File: src/design/bssu_pkg.sv
/*
  Shared constants for the bit scan, select and shift unit.
  Assumes a single core clock domain and a decoder that issues one operation at a time.
*/
package bssu_pkg;

  localparam int unsigned DATA_W = 32;
  localparam int unsigned CC_W = 3;
  localparam int unsigned OP_W = 4;
  localparam int unsigned CNT_W = 32;

  // Operation codes seen on the issue port
  localparam logic [3:0] OP_SCAN_SET = 4'h0;
  localparam logic [3:0] OP_SPAN_CLR = 4'h1;
  localparam logic [3:0] OP_SCAN_BYTE = 4'h2;
  localparam logic [3:0] OP_SELECT = 4'h3;
  localparam logic [3:0] OP_SET_BIT = 4'h4;
  localparam logic [3:0] OP_SHL_LOG = 4'h5;
  localparam logic [3:0] OP_SHR_LOG = 4'h6;
  localparam logic [3:0] OP_SHL_ARI = 4'h7;
  localparam logic [3:0] OP_SHR_ARI = 4'h8;
  localparam logic [3:0] OP_SHR_DIV = 4'h9;

  // Condition code values
  localparam logic [2:0] CC_FOUND = 3'h2;
  localparam logic [2:0] CC_NONE = 3'h0;

  // Select masks
  localparam logic [2:0] MASK_UNORDERED = 3'h0;
  localparam logic [2:0] MASK_GREATER = 3'h1;
  localparam logic [2:0] MASK_EQUAL = 3'h2;
  localparam logic [2:0] MASK_GE = 3'h3;
  localparam logic [2:0] MASK_LESS = 3'h4;
  localparam logic [2:0] MASK_NE = 3'h5;
  localparam logic [2:0] MASK_LE = 3'h6;
  localparam logic [2:0] MASK_ORDERED = 3'h7;

  localparam logic [31:0] ALL_ONES = 32'hFFFFFFFF;
  localparam logic [31:0] ZERO_WORD = 32'h00000000;
  localparam logic [5:0] MAX_SHIFT = 6'h20;
  localparam int unsigned MSB = 31;
  localparam int unsigned LANES = 4;
  localparam int unsigned LANE_W = 8;

endpackage : bssu_pkg

File: src/design/bssu_unit.sv
/*
  Bit scan, select, bit set and shift datapath for a 32-bit core.
  Assumes operands come from the core decoder on the core clock; results are
  registered one cycle after issue together with condition code and overflow.
  Unknown operation codes complete with o_done but raise no write enable.
*/
// Function
// - Nonzero source: highest one-bit index to destination, condition code 010.
// - Zero source: destination all ones, condition code 000.
// - Byte scan: any equal lane pair gives 010 else 000; no write.
// - Select second source if mask and code zero, or mask AND code nonzero.
// - Masks: unordered 000 through ordered 111.
// - Bit set: copy source with bit (position mod 32) forced one.
// - Shift counts above 32 act as 32; bits beyond word discarded.
// - Logical shifts fill zeros; count 32 or more gives zero.
// - Arithmetic left stops before overflow; sets sticky flag or raises fault.
// - Arithmetic right replicates original bit 31 into vacated positions.
// - Dividing right adds one when negative and lost bits nonzero.
// - Source with a zero: highest zero-bit index to destination, code 010.
// - All-ones source: destination all ones, condition code 000.
module bssu_unit (
  input wire logic i_clk,
  input wire logic i_rst_n,
  input wire logic i_issue,
  input wire logic [3:0] i_op,
  input wire logic [31:0] i_src1,
  input wire logic [31:0] i_src2,
  input wire logic [2:0] i_sel_mask,
  input wire logic [2:0] i_condition_code_field,
  input wire logic i_overflow_mask_flag,
  input wire logic i_overflow_sticky_flag,
  output logic o_done,
  output logic [31:0] o_dst,
  output logic o_dst_we,
  output logic [2:0] o_condition_code_field,
  output logic o_cc_we,
  output logic o_overflow_sticky_flag,
  output logic o_overflow_fault
);

  // ---------------------------------------------------------------
  // Scans
  // ---------------------------------------------------------------
  wire logic scan_found;
  wire logic [4:0] scan_idx;
  wire logic span_found;
  wire logic [4:0] span_idx;
  wire logic [31:0] inv_src1;
  // Clear-bit span is a set-bit scan of the inverted word
  assign inv_src1 = ~i_src1;

  bssu_msb_find u_scan (
    .i_word(i_src1),
    .o_found(scan_found),
    .o_index(scan_idx)
  );

  bssu_msb_find u_span (
    .i_word(inv_src1),
    .o_found(span_found),
    .o_index(span_idx)
  );

  wire logic [31:0] scan_dst;
  wire logic [2:0] scan_cc;
  wire logic [31:0] span_dst;
  wire logic [2:0] span_cc;
  assign scan_dst = scan_found ? {27'h0, scan_idx} : bssu_pkg::ALL_ONES;
  assign scan_cc = scan_found ? bssu_pkg::CC_FOUND : bssu_pkg::CC_NONE;
  assign span_dst = span_found ? {27'h0, span_idx} : bssu_pkg::ALL_ONES;
  assign span_cc = span_found ? bssu_pkg::CC_FOUND : bssu_pkg::CC_NONE;

  // ---------------------------------------------------------------
  // Byte lane equality
  // ---------------------------------------------------------------
  wire logic [3:0] lane_eq;
  wire logic byte_hit;
  for (genvar l = 0; l < bssu_pkg::LANES; l++) begin : g_lane
    assign lane_eq[l] = (i_src1[l*bssu_pkg::LANE_W +: bssu_pkg::LANE_W]
                         == i_src2[l*bssu_pkg::LANE_W +: bssu_pkg::LANE_W]);
  end
  assign byte_hit = |lane_eq;
  wire logic [2:0] byte_cc;
  assign byte_cc = byte_hit ? bssu_pkg::CC_FOUND : bssu_pkg::CC_NONE;

  // ---------------------------------------------------------------
  // Select and bit set
  // ---------------------------------------------------------------
  wire logic sel_take2;
  wire logic [31:0] sel_dst;
  wire logic [31:0] setbit_dst;
  wire logic sel_unordered;
  wire logic sel_code_zero;
  wire logic sel_mask_hit;
  assign sel_unordered = (i_sel_mask == bssu_pkg::MASK_UNORDERED);
  assign sel_code_zero = (i_condition_code_field == bssu_pkg::CC_NONE);
  assign sel_mask_hit = |(i_sel_mask & i_condition_code_field);
  assign sel_take2 = (sel_unordered && sel_code_zero) || sel_mask_hit;
  assign sel_dst = sel_take2 ? i_src2 : i_src1;
  assign setbit_dst = i_src2 | (32'h00000001 << i_src1[4:0]);

  // ---------------------------------------------------------------
  // Shifts
  // ---------------------------------------------------------------
  wire logic [5:0] count;
  wire logic big_count;
  assign big_count = (i_src1 >= 32'h00000020);
  assign count = big_count ? bssu_pkg::MAX_SHIFT : {1'b0, i_src1[4:0]};

  wire logic [31:0] shl_dst;
  wire logic [31:0] shr_dst;
  assign shl_dst = big_count ? bssu_pkg::ZERO_WORD : (i_src2 << count[4:0]);
  assign shr_dst = big_count ? bssu_pkg::ZERO_WORD : (i_src2 >> count[4:0]);

  // ---------------------------------------------------------------
  // Arithmetic right: sign replicated; count 32 leaves all sign bits
  // ---------------------------------------------------------------
  wire logic [31:0] sar_dst;
  wire logic [63:0] sar_wide;
  assign sar_wide = {{32{i_src2[31]}}, i_src2} >> count;
  assign sar_dst = sar_wide[31:0];

  // ---------------------------------------------------------------
  // Dividing right: round up when negative bits are lost
  // ---------------------------------------------------------------
  logic [31:0] lost_mask;
  always_comb begin
    lost_mask = big_count ? bssu_pkg::ALL_ONES
                          : ((32'h00000001 << count[4:0]) - 32'h00000001);
  end
  wire logic lost_nz;
  wire logic [31:0] div_dst;
  assign lost_nz = |(i_src2 & lost_mask);
  wire logic div_round;
  assign div_round = i_src2[31] && lost_nz;
  assign div_dst = sar_dst + {31'h0, div_round};

  // ---------------------------------------------------------------
  // Arithmetic left: headroom before a bit unlike bit 31 reaches it
  // ---------------------------------------------------------------
  wire logic [31:0] sign_diff;
  wire logic diff_found;
  wire logic [4:0] diff_idx;
  wire logic [5:0] diff_gap;
  wire logic [5:0] safe_steps;
  assign sign_diff = i_src2 ^ {32{i_src2[31]}};

  bssu_msb_find u_headroom (
    .i_word(sign_diff),
    .o_found(diff_found),
    .o_index(diff_idx)
  );

  // Zero and all-ones sources never run out of headroom
  assign diff_gap = 6'(bssu_pkg::MSB) - 6'h01 - {1'b0, diff_idx};
  assign safe_steps = diff_found ? diff_gap : bssu_pkg::MAX_SHIFT;
  wire logic sal_ovf;
  wire logic [5:0] sal_steps;
  wire logic [31:0] sal_dst;
  assign sal_ovf = (count > safe_steps) && (i_src2 != bssu_pkg::ZERO_WORD);
  assign sal_steps = sal_ovf ? safe_steps : count;
  assign sal_dst = (sal_steps >= bssu_pkg::MAX_SHIFT) ? bssu_pkg::ZERO_WORD
                                                      : (i_src2 << sal_steps[4:0]);

  // ---------------------------------------------------------------
  // Result selection
  // ---------------------------------------------------------------
  logic [31:0] next_dst;
  logic next_dst_we;
  logic [2:0] next_cc;
  logic next_cc_we;
  logic next_ovf_set;
  logic next_fault;
  always_comb begin
    next_dst = bssu_pkg::ZERO_WORD;
    next_dst_we = 1'b0;
    next_cc = i_condition_code_field;
    next_cc_we = 1'b0;
    next_ovf_set = 1'b0;
    next_fault = 1'b0;
    if (i_issue) begin
      unique case (i_op)
        bssu_pkg::OP_SCAN_SET: begin
          next_dst = scan_dst;
          next_dst_we = 1'b1;
          next_cc = scan_cc;
          next_cc_we = 1'b1;
        end
        bssu_pkg::OP_SPAN_CLR: begin
          next_dst = span_dst;
          next_dst_we = 1'b1;
          next_cc = span_cc;
          next_cc_we = 1'b1;
        end
        bssu_pkg::OP_SCAN_BYTE: begin
          next_cc = byte_cc;
          next_cc_we = 1'b1;
        end
        bssu_pkg::OP_SELECT: begin
          next_dst = sel_dst;
          next_dst_we = 1'b1;
        end
        bssu_pkg::OP_SET_BIT: begin
          next_dst = setbit_dst;
          next_dst_we = 1'b1;
        end
        bssu_pkg::OP_SHL_LOG: begin
          next_dst = shl_dst;
          next_dst_we = 1'b1;
        end
        bssu_pkg::OP_SHR_LOG: begin
          next_dst = shr_dst;
          next_dst_we = 1'b1;
        end
        bssu_pkg::OP_SHL_ARI: begin
          next_dst = sal_dst;
          next_dst_we = 1'b1;
          next_ovf_set = sal_ovf && i_overflow_mask_flag;
          next_fault = sal_ovf && !i_overflow_mask_flag;
        end
        bssu_pkg::OP_SHR_ARI: begin
          next_dst = sar_dst;
          next_dst_we = 1'b1;
        end
        bssu_pkg::OP_SHR_DIV: begin
          next_dst = div_dst;
          next_dst_we = 1'b1;
        end
        default: begin
          next_dst = bssu_pkg::ZERO_WORD;
        end
      endcase
    end
  end

  // ---------------------------------------------------------------
  // Handshake registers, loaded on the edge after issue
  // ---------------------------------------------------------------
  always_ff @(posedge i_clk or negedge i_rst_n) begin
    if (!i_rst_n) begin
      o_done <= 1'b0;
    end else begin
      o_done <= i_issue;
    end
  end

  always_ff @(posedge i_clk or negedge i_rst_n) begin
    if (!i_rst_n) begin
      o_dst_we <= 1'b0;
    end else begin
      o_dst_we <= next_dst_we;
    end
  end

  always_ff @(posedge i_clk or negedge i_rst_n) begin
    if (!i_rst_n) begin
      o_cc_we <= 1'b0;
    end else begin
      o_cc_we <= next_cc_we;
    end
  end

  // ---------------------------------------------------------------
  // Result registers, loaded on the same edge as o_done
  // ---------------------------------------------------------------
  always_ff @(posedge i_clk or negedge i_rst_n) begin
    if (!i_rst_n) begin
      o_dst <= bssu_pkg::ZERO_WORD;
    end else begin
      o_dst <= next_dst;
    end
  end

  always_ff @(posedge i_clk or negedge i_rst_n) begin
    if (!i_rst_n) begin
      o_condition_code_field <= bssu_pkg::CC_NONE;
    end else begin
      o_condition_code_field <= next_cc;
    end
  end

  // ---------------------------------------------------------------
  // Overflow registers
  // ---------------------------------------------------------------
  // Sticky flag is only ever set here; the core owns its clearing
  always_ff @(posedge i_clk or negedge i_rst_n) begin
    if (!i_rst_n) begin
      o_overflow_sticky_flag <= 1'b0;
    end else begin
      o_overflow_sticky_flag <= i_overflow_sticky_flag | next_ovf_set;
    end
  end

  always_ff @(posedge i_clk or negedge i_rst_n) begin
    if (!i_rst_n) begin
      o_overflow_fault <= 1'b0;
    end else begin
      o_overflow_fault <= next_fault;
    end
  end

endmodule : bssu_unit

File: src/design/bssu_msb_find.sv
/*
  Highest set bit finder for one 32-bit word.
  Assumes nothing beyond a purely combinational context.
*/
module bssu_msb_find (
  input wire logic [31:0] i_word,
  output logic o_found,
  output logic [4:0] o_index
);

  always_comb begin
    o_found = 1'b0;
    o_index = 5'h00;
    for (int i = 0; i < 32; i++) begin
      if (i_word[i]) begin
        o_found = 1'b1;
        o_index = 5'(i);
      end
    end
  end

endmodule : bssu_msb_find

File: config.mk
export PLATFORM = sky130hd
export DESIGN_NAME = bssu_unit
export DESIGN_NICKNAME = d
export VERILOG_FILES = /design/src/design/bssu_pkg.sv /design/src/design/bssu_unit.sv /design/src/design/bssu_msb_find.sv
export SDC_FILE = /design/constraint.sdc
export NUM_CORES = 1
export LEC_CHECK = 0
export ABC_AREA = 1
export BUFFER_PORTS_ARGS = -buffer_cell sky130_fd_sc_hd__buf_2
export CAP_MARGIN = 0
export CORE_ASPECT_RATIO = 0.75
export CORE_MARGIN = 2
export CORE_UTILIZATION = 60
export DETAILED_ROUTE_END_ITERATION = 10
export HOLD_SLACK_MARGIN = 0.02
export PLACE_DENSITY = 0.77
export SYNTH_ARGS = -nofsm -noshare
export SYNTH_HDL_FRONTEND = slang
export SYNTH_SLANG_ARGS = --single-unit
File: constraint.sdc
create_clock -name i_clk -period 0.87 [get_ports i_clk]
set_input_delay 0.174 -clock i_clk [delete_from_list [all_inputs] [get_ports i_clk]]
set_output_delay 0.174 -clock i_clk [all_outputs]
set_load 0.02 [all_outputs]
==> impl_metrics.yaml, run 1 <==
synth:
  synth-edff-count: 0
  yosys.area_share.adder_pct: 1.03
  syn_inst: 2320
  synth-compound-area-share_pct: 29.1
  synth_ff_type: "dfrtp_1"
  synthMuxAreaShare_pct: 1.32
  syn_nets: 2409
  synth.distinct_cells: 72
  avgSynthCellArea_um2: 5.24
  ys_ff_latch: 40
  synth-seq-area-share_pct: 8.23
  synth_xor_xnor_area_share_pct: 3.31
  synth_warnings: 0
  synthSimpleGateAreaFrac_pct: 43.5
  netlist_area_mm2: 0.0122
  synthArstFlopShare_pct: 100
  synth_top_family_by_area: "simple AND/OR/NAND/NOR gates"
status:
  status: "aborted with a tool error"
  haltStage: "global routing (5_1_grt)"
  firstError: "[ERROR GRT-0116] Global routing finished with congestion. Check the congestion regions in the DRC Viewer."
place:
  dpl.cell_count: 3135
  io_buffers: 118
  dp_slack_ns: -4.73
  hpwl_mm: 55.3
  gp_congestion: 1.45
floorplanning:
  rows: 45
  initial_core_util_pct: 60.7
  ios: 119
  dieHeight_um: 127
  die_w_um: 168
cts:
  root_buffer: "clkbuf_16"
  numCtsBuffers: 5
  h-tree-depth: 2
  clockBufferDepth: 2
  clock_sinks: 40
global_routing:
  grt_max_degree: 69
  overflow: 2081
  grt_pass1_wl_mm: 175
  grt_pass1_vias: 29300
  grtUsageTotal_pct: 107
## routing by layer
metal  GRT overflow  global-route usage [%]
met1            173                    95.8
met2           1311                     131
met3            184                    91.7
met4            400                     115
met5             13                    77.3
## kinds of logic after synthesis
| group | after synthesis |
|---|---|
| xor gates and xnor gates | 46 |
| adders and majority gates | 10 |
| muxes | 16 |
| AOI/OAI and AO/OA | 617 |
| DFF | 40 |
| and+or+nand+nor | 1198 |
| buffers and inverters | 393 |
## cells in the mapped netlist (all sizes together) (2+ instances only)
library cell	instances	area [um^2]
xor2	14	123
and2	2	12.5
or2	12	75.1
a31oi	29	188
nand3b	6	45.0
nor3	51	278
a22oi	3	22.5
o21bai	6	45.0
o311ai	2	25.0
a211oi	12	90.1
and3	2	12.5
ha	10	125
o31ai	12	118
nand2	613	2370
clkbuf	86	324
a221oi	5	43.8
a2111oi	9	78.8
mux2i	16	160
o21ai	318	1610
a32o	2	20.0
dfrtp	40	1000
o2111ai	14	123
o21a	3	22.5
o211a	2	20.0
clkinv	7	27.5
inv	230	868
nand3	225	1140
nand4	27	190
a21oi	153	769
nor2	244	1060
buf	70	434
nor4	15	93.8
o221ai	2	17.5
a311oi	2	17.5
a41oi	2	17.5
o211ai	23	173
o22ai	10	62.6
xnor2	32	280
## through the flow
| step | util (%) | cell area, um^2 | hold WS (ns) | TNS [ns] |
|---|---|---|---|---|
| floorplan | - | 12600 | -0.122 | -127.42 |
| CTS | 96.9 | 19400 | 0.0488 | -140.33 |
| detailed placement | 85.7 | 17200 | 0.152 | -152.01 |
| global placement | 85.7 | 17200 | 0.145 | -139.90 |
## repair_timing
| action | 4_1_cts |
|---|---|
| endpoints found under the setup margin | 75 |
| hold endpoints to repair | 40 |
| buffers inserted | 103 |
| resized for setup | 317 |
| hold buffers | 1 |
| cloned | 11 |
| pin swaps | 87 |
==> run 2, diff against run 1 <==
CORE_ASPECT_RATIO = default   (was 0.75)
CORE_UTILIZATION = 40   (was 60)
HOLD_SLACK_MARGIN = default   (was 0.02)
PLACE_DENSITY = default   (was 0.77)
PLACE_DENSITY_LB_ADDON = 0.15   (was default)
==> impl_metrics.yaml, run 2 <==
status:
  status: "finished with violations"
  violations: "negative setup slack"
global_routing:
  grtUsageTotal_pct: 49.5
  antenna_found_initial: 5
  top_usage_layer: "met2"
  grt_pass1_wl_mm: 116
  overflow: 0
  grtUsageMet2_pct: 77.2
  grt_use_met3_pct: 13.3
  grt_max_degree: 64
  grt_pass1_vias: 19500
  use_met1_pct: 56.3
final_layout:
  mostFrequentLayoutCell: "buf_4"
  mostFrequentLayoutCells: "buf_4 (688), nand2_1 (505), o21ai_0 (228), inv_1 (203), nor2_1 (192)"
  largest-register: "o_dst"
  final_nets: 3134
  final_util_pct: 71.0
  num-fill-cells: 2500
  drive_gt1_share_pct: 41.4
  diodes: 0
  area_delta_synth_final_pct: 73.9
  reg_top3: "o_dst x32, o_condition_code_field x3"
  largest_reg_flops: 32
  postLayoutCellArea_mm2: 0.0212
cts:
  clockBufferDepth: 2
  h-tree-depth: 2
  root_buffer: "clkbuf_16"
  clk_pin_slew_ns: 0.07
  clock_sinks: 40
  numCtsBuffers: 5
  cts_tree: "built"
floorplanning:
  core_mm2: 0.0298
  dieHeight_um: 178
  die_w_um: 178
  ios: 119
  rows: 63
  initial_core_util_pct: 40.8
  die_area_mm2: 0.0318
synth:
  yosysMostFrequentCell: "nand2_1"
  synth_ff_type: "dfrtp_1"
  synth_warnings: 0
  syn_nets: 2409
  synthArstFlopShare_pct: 100
  syn_inst: 2320
  synth_common_cells: "nand2_1 (594), o21ai_0 (260), nand3_1 (222)"
  synth.distinct_cells: 72
  netlist.area_leader.share_pct: 18.3
  synth.area.top_cells: "nand2_1 (18%), o21ai_0 (11%), nand3_1 (9.1%), dfrtp_1 (8.2%), nor2_1 (6.7%)"
  ys_ff_latch: 40
  synth-edff-count: 0
  netlist_area_mm2: 0.0122
  synth_top_cell_by_area: "nand2_1"
  synth-seq-area-share_pct: 8.23
  avgSynthCellArea_um2: 5.24
timing:
  tightest_slew_ns: 1.02
  fin_crit_ns: 5.36
  period_share_pct: 616
  slew_violations: 0
  grt_setup_unrepaired: "yes"
  setup-violations-final: 75
  fmax_mhz: 187
  final-hold-violation-count: 0
  layout_setup_ws_ns: -4.49
  relSlewSlack_pct: 31.7
routing:
  drtIter0Drc: 3213
  firstDrtPassIters: 8
  postRouteAntennaNets: 0
  totalWireLength_mm: 84.6
  vias_per_cell: 6.17
  num_vias: 21200
  drc: 0
  wl_per_cell_um: 24.6
place:
  dpl_cell_area_mm2: 0.0180
  hpwl_mm: 62.9
  dp_slack_ns: -4.72
  io_buffers: 118
  gp_congestion: 1.20
setup_path:
  path_depth: 42
  path_buf_inv: 12
  cp-startpoint: "i_src1[29]"
  worst_ep_arrival_time_ns: 5.52
  worst-path-max-fanout: 36
  required_ns: 1.04
  crit_top_cell: "nor2_4"
  crit_type: "primary input to flop"
  crit_path_end: "o_dst[17]"
  cp_top_family: "simple AND/OR/NAND/NOR gates"
  slowest_delay_ns: 0.42
  crit_path_start_kind: "primary input"
  end_kind: "flop"
  slowest_stage: "nand4_1"
min_path:
  hold_class: "primary input to flop"
pwr:
  powerDensity_mw_per_mm2: 779
  ir_worst_vdd_mv: 0.684
  p_leak_nw: 10.2
  p_total_mw: 16.5
job:
  drv_cap: 0
[run 2: cell counts after synthesis]
No cell type changed its count.
[run 2: final cells by class]
type / instances / area (um^2) / area share, %
Multi-Input combinational cell: 1890 / 11500 / 54.4
Timing Repair Buffer: 871 / 7060 / 33.4
Sequential cell: 40 / 1000 / 4.73
Inverter: 237 / 947 / 4.48
Tap cell: 390 / 488 / 2.31
Clock buffer: 6 / 139 / 0.656
Clock inverter: 2 / 15.0 / 0.0710
[run 2: per-stage QoR]
step	TNS, ns	hold slack, ns	instances
final	-142.14	0.0728	3436
after global routing	-152.94	0.0690	3436
after CTS	-135.14	0.0459	3405
after detailed placement	-151.89	0.0520	3346
after global placement	-148.34	0.0521	3346
after floorplan	-127.42	-0.122	2320
[run 2: per-layer routing]
| metal | share of wire (%) | vias up |
|---|---|---|
| met5 | 0.048 | - |
| met4 | 11 | 6 |
| li1 | - | 9311 |
| met1 | 34 | 9598 |
| met2 | 42 | 1691 |
| met3 | 13 | 580 |
[run 2: power by group]
group | internal, mW | switching [mW] | leakage [nW]
logic | 4.99 | 7.42 | 9.60
registers | 1.96 | 0.0483 | 0.535
clock network | 1.15 | 0.932 | 0.0691
total | 8.10 | 8.40 | 10.2
[run 2: how the worst min path moves through the flow]
stage | endpoint | start | cells after the start | slack (ns)
3_3_place_gp | o_dst[22] | i_rst_n | 1 | 0.05
2_1_floorplan | o_cc_we | i_rst_n | 0 | -0.12
6_report | o_overflow_fault | i_overflow_mask_flag | 2 | 0.07
4_1_cts | o_overflow_fault | i_overflow_mask_flag | 2 | 0.05
3_5_place_dp | o_dst[22] | i_rst_n | 1 | 0.05
5_1_grt | o_overflow_fault | i_overflow_mask_flag | 2 | 0.07
[run 2: cells by family (layout without fill, tap and decap cells)]
logic type | Yosys count | after routing | synth area share (%)
AND/OR/NAND/NOR | 1198 | 1201 | 43.5
AO/OA/AOI/OAI | 617 | 617 | 29.1
buffers and inverters | 393 | 1116 | 13.6
XOR/XNOR | 46 | 46 | 3.31
flip-flops | 40 | 40 | 8.23
multiplexers | 16 | 16 | 1.32
adder cells (fa/ha/maj) | 10 | 10 | 1.03
[run 2: repair_timing]
action,CTS,global route
cloned,3,3
setup buffers,51,35
hold buffers,1,0
gates resized for setup,206,366
setup endpoints to repair,77,77
hold endpoints to repair,16,0
pin swaps,50,122
Power figures use the tool's default switching activity.
